## config.mk

```make
export PLATFORM = sky130hd
export DESIGN_NAME = battery_backed_status_bank
export DESIGN_NICKNAME = d
export VERILOG_FILES = /design/src/hdl/status_bank_pkg.sv /design/src/hdl/battery_backed_status_bank.sv /design/src/hdl/level_sync.sv /design/src/hdl/w1c_flag.sv
export SDC_FILE = /design/constraint.sdc
export NUM_CORES = 1
export LEC_CHECK = 0
export BUFFER_PORTS_ARGS = -buffer_cell sky130_fd_sc_hd__buf_2
export CAP_MARGIN = 20
export CORE_MARGIN = 4
export CORE_UTILIZATION = 35
export CTS_BUF_LIST = sky130_fd_sc_hd__clkbuf_16
export DETAILED_ROUTE_END_ITERATION = 10
export HOLD_SLACK_MARGIN = 0.15
export PLACE_DENSITY = 0.65
export SLEW_MARGIN = 10
export SYNTH_ARGS = -nofsm -noshare
export SYNTH_HDL_FRONTEND = slang
export SYNTH_HIERARCHICAL = 1
export SYNTH_SLANG_ARGS = --single-unit
```

## constraint.sdc

```tcl
create_clock -name i_core_clk -period 2.73 [get_ports i_core_clk]
set_clock_uncertainty 0.15 [all_clocks]
set_input_delay 0.4095 -clock i_core_clk [delete_from_list [all_inputs] [get_ports i_core_clk]]
set_output_delay 0.4095 -clock i_core_clk [all_outputs]
set_load 0.01 [all_outputs]
```

## src/hdl/status_bank_pkg.sv

```systemverilog
package status_bank_pkg;

    localparam logic [31:0] BANK_BASE          = 32'h0000_A400;
    localparam int          BANK_SPAN_BITS     = 5;

    localparam logic [4:0]  OFS_PF_STATUS      = 5'h00;
    localparam logic [4:0]  OFS_TEST_A         = 5'h04;
    localparam logic [4:0]  OFS_CLOCK_ENABLE   = 5'h08;
    localparam logic [4:0]  OFS_TEST_B         = 5'h10;
    localparam logic [4:0]  OFS_TEST_C         = 5'h14;
    localparam logic [4:0]  OFS_ALT_STANDBY    = 5'h18;
    localparam logic [4:0]  OFS_TEST_D         = 5'h1C;

    localparam int          BIT_BATT_RST       = 7;
    localparam int          BIT_WATCHDOG       = 5;
    localparam int          BIT_SLOW_CLK       = 0;

    localparam logic        RST_BATT_RST       = 1'h1;
    localparam logic        RST_WATCHDOG       = 1'h0;
    localparam logic [31:0] RST_CLOCK_ENABLE   = 32'h0000_0000;
    localparam logic [31:0] RST_ALT_STANDBY    = 32'h0000_0000;
    localparam logic [31:0] MASK_CLOCK_ENABLE  = 32'h0000_003F;
    localparam logic [31:0] MASK_ALT_STANDBY   = 32'hFFFF_FFFF;

    typedef struct packed {
        logic        valid;
        logic        write;
        logic [31:0] addr;
        logic [31:0] wdata;
    } reg_req_t;

    typedef struct packed {
        logic        valid;
        logic [31:0] rdata;
    } reg_rsp_t;

endpackage

```

## src/hdl/battery_backed_status_bank.sv

```systemverilog
// Behaviour
// RULE1: The battery power-on reset returns every register and all logic of the bank to its default.
// RULE2: Every register read and write happens on the single host clock.
// RULE3: The bank answers only at internal addresses starting at base 0000_A400h.
// RULE4: Status sits at offset 00h, clock enable at 08h and standby-supply control at 18h.
// RULE5: Status bit 7, the battery-reset flag, is one after a battery power-on reset.
// RULE6: Writing one to the battery-reset flag clears it and writing zero leaves it.
// RULE7: Status bit 5, the watchdog flag, becomes one after a watchdog reset and is zero after power-on.
// RULE8: The watchdog flag clears only on a written one; a written zero does nothing.
// RULE9: Status bit 0 is read-only and shows whether a slow clock is seen on the crystal pins.
// RULE10: The latched event flags are kept while the main standby supply is off.
// RULE11: An interrupt output from the status register signals the battery-reset and watchdog events.
// RULE12: Boot firmware writes 0x5 to the watchdog fire tally before forcing a reset with the watchdog.
// RULE13: Firmware clears both watchdog status bits before it enables the watchdog.
// RULE14: The interrupt stays high while either flag is one and drops once both are clear.
// RULE15: Status bits 6 and 4 to 1 read as zero and ignore writes.
`timescale 1ns/1ns
module battery_backed_status_bank
    import status_bank_pkg::*;
(
    input  wire logic     i_core_clk,
    input  wire logic     i_rst_n,
    input  wire reg_req_t i_req,
    output reg_rsp_t      o_rsp,
    input  wire logic     i_watchdog_reset,
    input  wire logic     i_slow_clock_detect,
    input  wire logic     i_main_standby_ok,
    output logic [31:0]   o_clock_enable,
    output logic [31:0]   o_alt_standby_control,
    output logic          o_power_fail_irq
);

    function automatic logic ofs_hit(input logic [31:0] addr, input logic [4:0] ofs);
        ofs_hit = (addr[31:BANK_SPAN_BITS] == BANK_BASE[31:BANK_SPAN_BITS])
                  && (addr[BANK_SPAN_BITS-1:0] == ofs);
    endfunction

    logic        slow_clk_sync;
    logic        standby_ok_sync;
    logic        batt_flag;
    logic        wdt_flag;
    logic [31:0] clock_enable_r;
    logic [31:0] clock_enable_nxt;
    logic [31:0] alt_standby_r;
    logic [31:0] alt_standby_nxt;
    reg_rsp_t    rsp_r;
    reg_rsp_t    rsp_nxt;
    logic        irq_r;

    // Crystal detect and supply-good come from other domains
    level_sync #(
        .WIDTH (2)
    ) u_pin_sync (
        .i_core_clk (i_core_clk),
        .i_rst_n    (i_rst_n),
        .i_async    ({i_slow_clock_detect, i_main_standby_ok}),
        .o_sync     ({slow_clk_sync, standby_ok_sync})
    );

    // Address decode
    wire hit_status   = ofs_hit(i_req.addr, OFS_PF_STATUS); // RULE4
    wire hit_test_a   = ofs_hit(i_req.addr, OFS_TEST_A);
    wire hit_clk_en   = ofs_hit(i_req.addr, OFS_CLOCK_ENABLE); // RULE4
    wire hit_test_b   = ofs_hit(i_req.addr, OFS_TEST_B);
    wire hit_test_c   = ofs_hit(i_req.addr, OFS_TEST_C);
    wire hit_alt_sb   = ofs_hit(i_req.addr, OFS_ALT_STANDBY); // RULE4
    wire hit_test_d   = ofs_hit(i_req.addr, OFS_TEST_D);
    wire in_bank      = (i_req.addr[31:BANK_SPAN_BITS] == BANK_BASE[31:BANK_SPAN_BITS]); // RULE3
    wire hit_test     = hit_test_a | hit_test_b | hit_test_c | hit_test_d;

    // Accesses only count while the controller side is powered
    wire req_live     = i_req.valid & standby_ok_sync & in_bank; // RULE10
    wire wr_live      = req_live & i_req.write; // RULE2
    wire rd_live      = req_live & ~i_req.write;

    wire wr_status    = wr_live & hit_status;
    wire wr_clk_en    = wr_live & hit_clk_en;
    wire wr_alt_sb    = wr_live & hit_alt_sb;

    wire batt_clear   = wr_status & i_req.wdata[BIT_BATT_RST]; // RULE6
    wire wdt_clear    = wr_status & i_req.wdata[BIT_WATCHDOG]; // RULE8

    // Battery-reset flag: reset value one, only cleared by a written one
    w1c_flag #(
        .RESET_VAL (RST_BATT_RST)
    ) u_batt_flag (
        .i_core_clk (i_core_clk),
        .i_rst_n    (i_rst_n),
        .i_set      (1'b0),
        .i_clear    (batt_clear),
        .o_flag     (batt_flag)
    ); // RULE5

    // Watchdog flag: set by a watchdog-forced reset event
    w1c_flag #(
        .RESET_VAL (RST_WATCHDOG)
    ) u_wdt_flag (
        .i_core_clk (i_core_clk),
        .i_rst_n    (i_rst_n),
        .i_set      (i_watchdog_reset),
        .i_clear    (wdt_clear),
        .o_flag     (wdt_flag)
    ); // RULE7

    // Status read image; reserved bits are zero
    wire [7:0] status_image = {batt_flag, 1'b0, wdt_flag, 4'h0, slow_clk_sync}; // RULE9 RULE15

    assign clock_enable_nxt = wr_clk_en ? (i_req.wdata & MASK_CLOCK_ENABLE) : clock_enable_r;
    assign alt_standby_nxt  = wr_alt_sb ? (i_req.wdata & MASK_ALT_STANDBY) : alt_standby_r;

    // Read data select; test and unmapped words read zero
    wire [31:0] rd_word = hit_status ? {24'h00_0000, status_image} :
                          hit_clk_en ? clock_enable_r :
                          hit_alt_sb ? alt_standby_r :
                          hit_test   ? 32'h0000_0000 :
                                       32'h0000_0000;

    always_comb begin
        rsp_nxt.valid = req_live;
        rsp_nxt.rdata = rd_live ? rd_word : 32'h0000_0000;
    end

    always_ff @(posedge i_core_clk) begin
        if (!i_rst_n) begin
            clock_enable_r <= RST_CLOCK_ENABLE; // RULE1
            alt_standby_r  <= RST_ALT_STANDBY; // RULE1
            rsp_r          <= '0;
            irq_r          <= 1'b0;
        end else begin
            clock_enable_r <= clock_enable_nxt;
            alt_standby_r  <= alt_standby_nxt;
            rsp_r          <= rsp_nxt;
            irq_r          <= batt_flag | wdt_flag; // RULE11 RULE14
        end
    end

    assign o_rsp                 = rsp_r;
    assign o_clock_enable        = clock_enable_r;
    assign o_alt_standby_control = alt_standby_r;
    assign o_power_fail_irq      = irq_r;

endmodule

```

## src/hdl/level_sync.sv

```systemverilog
`timescale 1ns/1ns
module level_sync
    import status_bank_pkg::*;
#(
    parameter int WIDTH = 1
) (
    input  wire logic             i_core_clk,
    input  wire logic             i_rst_n,
    input  wire logic [WIDTH-1:0] i_async,
    output logic      [WIDTH-1:0] o_sync
);
    logic [WIDTH-1:0] stage1_r;
    logic [WIDTH-1:0] stage2_r;

    always_ff @(posedge i_core_clk) begin
        if (!i_rst_n) begin
            stage1_r <= '0;
            stage2_r <= '0;
        end else begin
            stage1_r <= i_async;
            stage2_r <= stage1_r;
        end
    end

    assign o_sync = stage2_r;
endmodule

```

## src/hdl/w1c_flag.sv

```systemverilog
`timescale 1ns/1ns
module w1c_flag
    import status_bank_pkg::*;
#(
    parameter logic RESET_VAL = 1'h0
) (
    input  wire logic i_core_clk,
    input  wire logic i_rst_n,
    input  wire logic i_set,
    input  wire logic i_clear,
    output logic      o_flag
);
    logic flag_r;
    logic flag_nxt;

    // Set wins over a clear in the same cycle
    assign flag_nxt = i_set | (flag_r & ~i_clear);

    always_ff @(posedge i_core_clk) begin
        if (!i_rst_n) begin
            flag_r <= RESET_VAL;
        end else begin
            flag_r <= flag_nxt;
        end
    end

    assign o_flag = flag_r;
endmodule
```

==> impl_metrics.json <==
{
  "route.detailed.drc": 0,
  "critPathKind": "in2reg",
  "core-area_um2": 8760,
  "fp.dieH_um": 103,
  "synth_area_leader_cell": "dfxtp_1",
  "clkTransAtPathRegs_ns": 0.06,
  "power.total_mw": 2.71,
  "crit_path_end_kind": "flip-flop",
  "period_share_pct": 71.5,
  "drive_gt1_share_pct": 38.0,
  "use_met1_pct": 15.8,
  "hpwl_um": 5320,
  "postRouteAntennaNets": 0,
  "postPlaceCellArea_um2": 3850,
  "synth_cell_types": 30,
  "vias_per_cell": 4.38,
  "num_vias": 2492,
  "synth_area_leaders": "dfxtp_1 (50%), mux2i_1 (14%), nand2_1 (8.7%)",
  "synth_area_per_cell_um2": 10.1,
  "rows": 34,
  "portBuffers": 142,
  "clkLatencyLatePin_ns": 0.33,
  "clock_path_buffers": 2,
  "leakage_nw": 2.04,
  "rsz0062_at_grt": "no",
  "critPathRequiredTime_ns": 2.80,
  "grt.overflow.total": 0,
  "wl_per_cell_um": 12.6,
  "syn_inst": 311,
  "die-area_um2": 10600,
  "ctsHtreeMaxLevel": 3,
  "top_usage_layer": "met2",
  "power_density_nw_per_um2": 640,
  "final_common_cell": "buf_2",
  "drv_slew": 0,
  "grt_util_met2_pct": 22.8,
  "final_cell_mix": "buf_2 (142), dfxtp_1 (78), nand2_1 (73)",
  "start_util_pct": 36.0,
  "numCtsBuffers": 9,
  "synth-edff-count": 0,
  "worst_pin_slew_ns": 0.720,
  "synthFlopType": "dfxtp_1",
  "vdd_drop_max_uv": 291,
  "setup_tns_ns": 0,
  "synth.top_cell.area_share_pct": 49.5,
  "cts_sinks": 78,
  "finalNonFillerCells": 569,
  "setup-violations-final": 0,
  "critPathArrivalTime_ns": 2.02,
  "cts_resized": 0,
  "grt_pass1_vias": 2308,
  "pin_count": 169,
  "syn2layout_area_growth_pct": 34.4,
  "root_buffer": "clkbuf_16",
  "ys_async_sr_fraction_pct": 0,
  "grt_use_total_pct": 13.4,
  "yosys_warnings": 6,
  "routed_wirelength_um": 7150,
  "status": "finished, final reports clean",
  "drtIter0Drc": 32,
  "die_w_um": 103,
  "antennaDiodeCount": 0,
  "max_freq_mhz": 512,
  "yosysSeqAreaShare_pct": 49.5,
  "synthesis.area_um2": 3150,
  "hold_violations": 0,
  "grt_max_degree": 78,
  "place_inst": 551,
  "startpoint_type": "primary input",
  "final_area_um2": 4240,
  "antenna_found_initial": 0,
  "relSlewSlack_pct": 52.0,
  "grt_first_pass_wirelength_um": 10900,
  "gp_congestion": 0.715,
  "maxCapViolations": 0,
  "fin_crit_ns": 1.95,
  "use_met3_pct": 3.11,
  "layout.nets": 527,
  "hold_class": "in2reg",
  "cts_tree": "yes",
  "path_max_fanout": 10,
  "dr.pass1.iters": 4,
  "ys_seq_elements": 78
}
## power breakdown
group | total, mW | internal [mW] | leakage, nW | switching (mW)
registers | 1.14 | 1.14 | 0.630 | 0.00173
logic | 0.132 | 0.0569 | 1.23 | 0.0747
clock network | 1.43 | 0.982 | 0.181 | 0.452
total | 2.71 | 2.18 | 2.04 | 0.528
## timing repair
action,4_1_cts,5_1_grt
endpoints found under the hold margin,2,0
buffers inserted,0,0
hold buffers,2,0
## logic make-up (layout without fill, tap and decap cells)
family,after synthesis,in the layout,synth area share [%]
and+or+nand+nor,138,138,25.6
DFF,78,78,49.5
buffers and inverters,46,170,10.0
muxes,44,44,14.0
AOI/OAI and AO/OA,4,4,0.794
other,1,27,0.119
## flip-flops by register name, summed over array words and instances (netlist names)
register,flops
o_power_fail_irq,1
o_alt_standby_control,32
u_wdt_flag/o_flag,1
u_pin_sync/stage1_r,2
u_batt_flag/o_flag,1
o_clock_enable,6
u_pin_sync/o_sync,2
o_rsp,33
## critical path, cell delays in order
cell and delay (ns):
buf_2 0.11, nor4b_4 0.32, nand4_4 0.20, or2_2 0.43
nor3_1 0.32, nor2b_4 0.06, o21a_1 0.16
## routing by layer
metal | part of all wire, % | vias up
met2 | 48 | 101
met1 | 41 | 1128
met4 | 1.5 | 0
met5 | 0 | -
met3 | 8.9 | 8
li1 | - | 1255
## final cells by class
type / instances / area (µm²)
fill: 858 / 4530
sequential: 78 / 1560
multi-input combinational: 213 / 1370
timing repair buffer: 150 / 788
clock buffer: 9 / 225
clock inverter: 7 / 138
tap: 108 / 135
inverter: 4 / 15.0
## synthesized netlist by cell type, types with 2 or more instances
master and count:
mux2i_1 44, buf_6 6, a21oi_1 2, nand2_1 73
nor2_1 6, nor4b_4 4, and2_1 29, nor4_1 6
nor4_4 2, nor3_1 5, buf_4 26, dfxtp_1 78
clkbuf_1 10, inv_1 4
## through the flow
| stage | worst slack, ns | hold slack [ns] | util, % |
|---|---|---|---|
| floorplan | 0.529 | 0.262 | - |
| global placement | 0.465 | 0.264 | 44.0 |
| detailed placement | 0.422 | 0.273 | 44.0 |
| CTS | 0.776 | 0.151 | 48.3 |
| global route | 0.678 | 0.165 | 48.3 |
| finish | 0.777 | 0.157 | 48.3 |
## final timing paths
kind                                           end  cells after the start  slack [ns]                              start
max                   u_wdt_flag/o_flag$_SDFF_PN0_                      7        0.78                          i_req[50]
min              u_pin_sync/stage1_r[1]$_SDFF_PN0_                      2        0.16                i_slow_clock_detect
max reg2reg  o_alt_standby_control[7]$_SDFFE_PN0P_                      6        0.88    u_pin_sync/o_sync[0]$_SDFF_PN0_
min reg2reg        u_pin_sync/o_sync[1]$_SDFF_PN0_                      1        0.30  u_pin_sync/stage1_r[1]$_SDFF_PN0_
No activity file was read; power rests on OpenSTA's default activity.
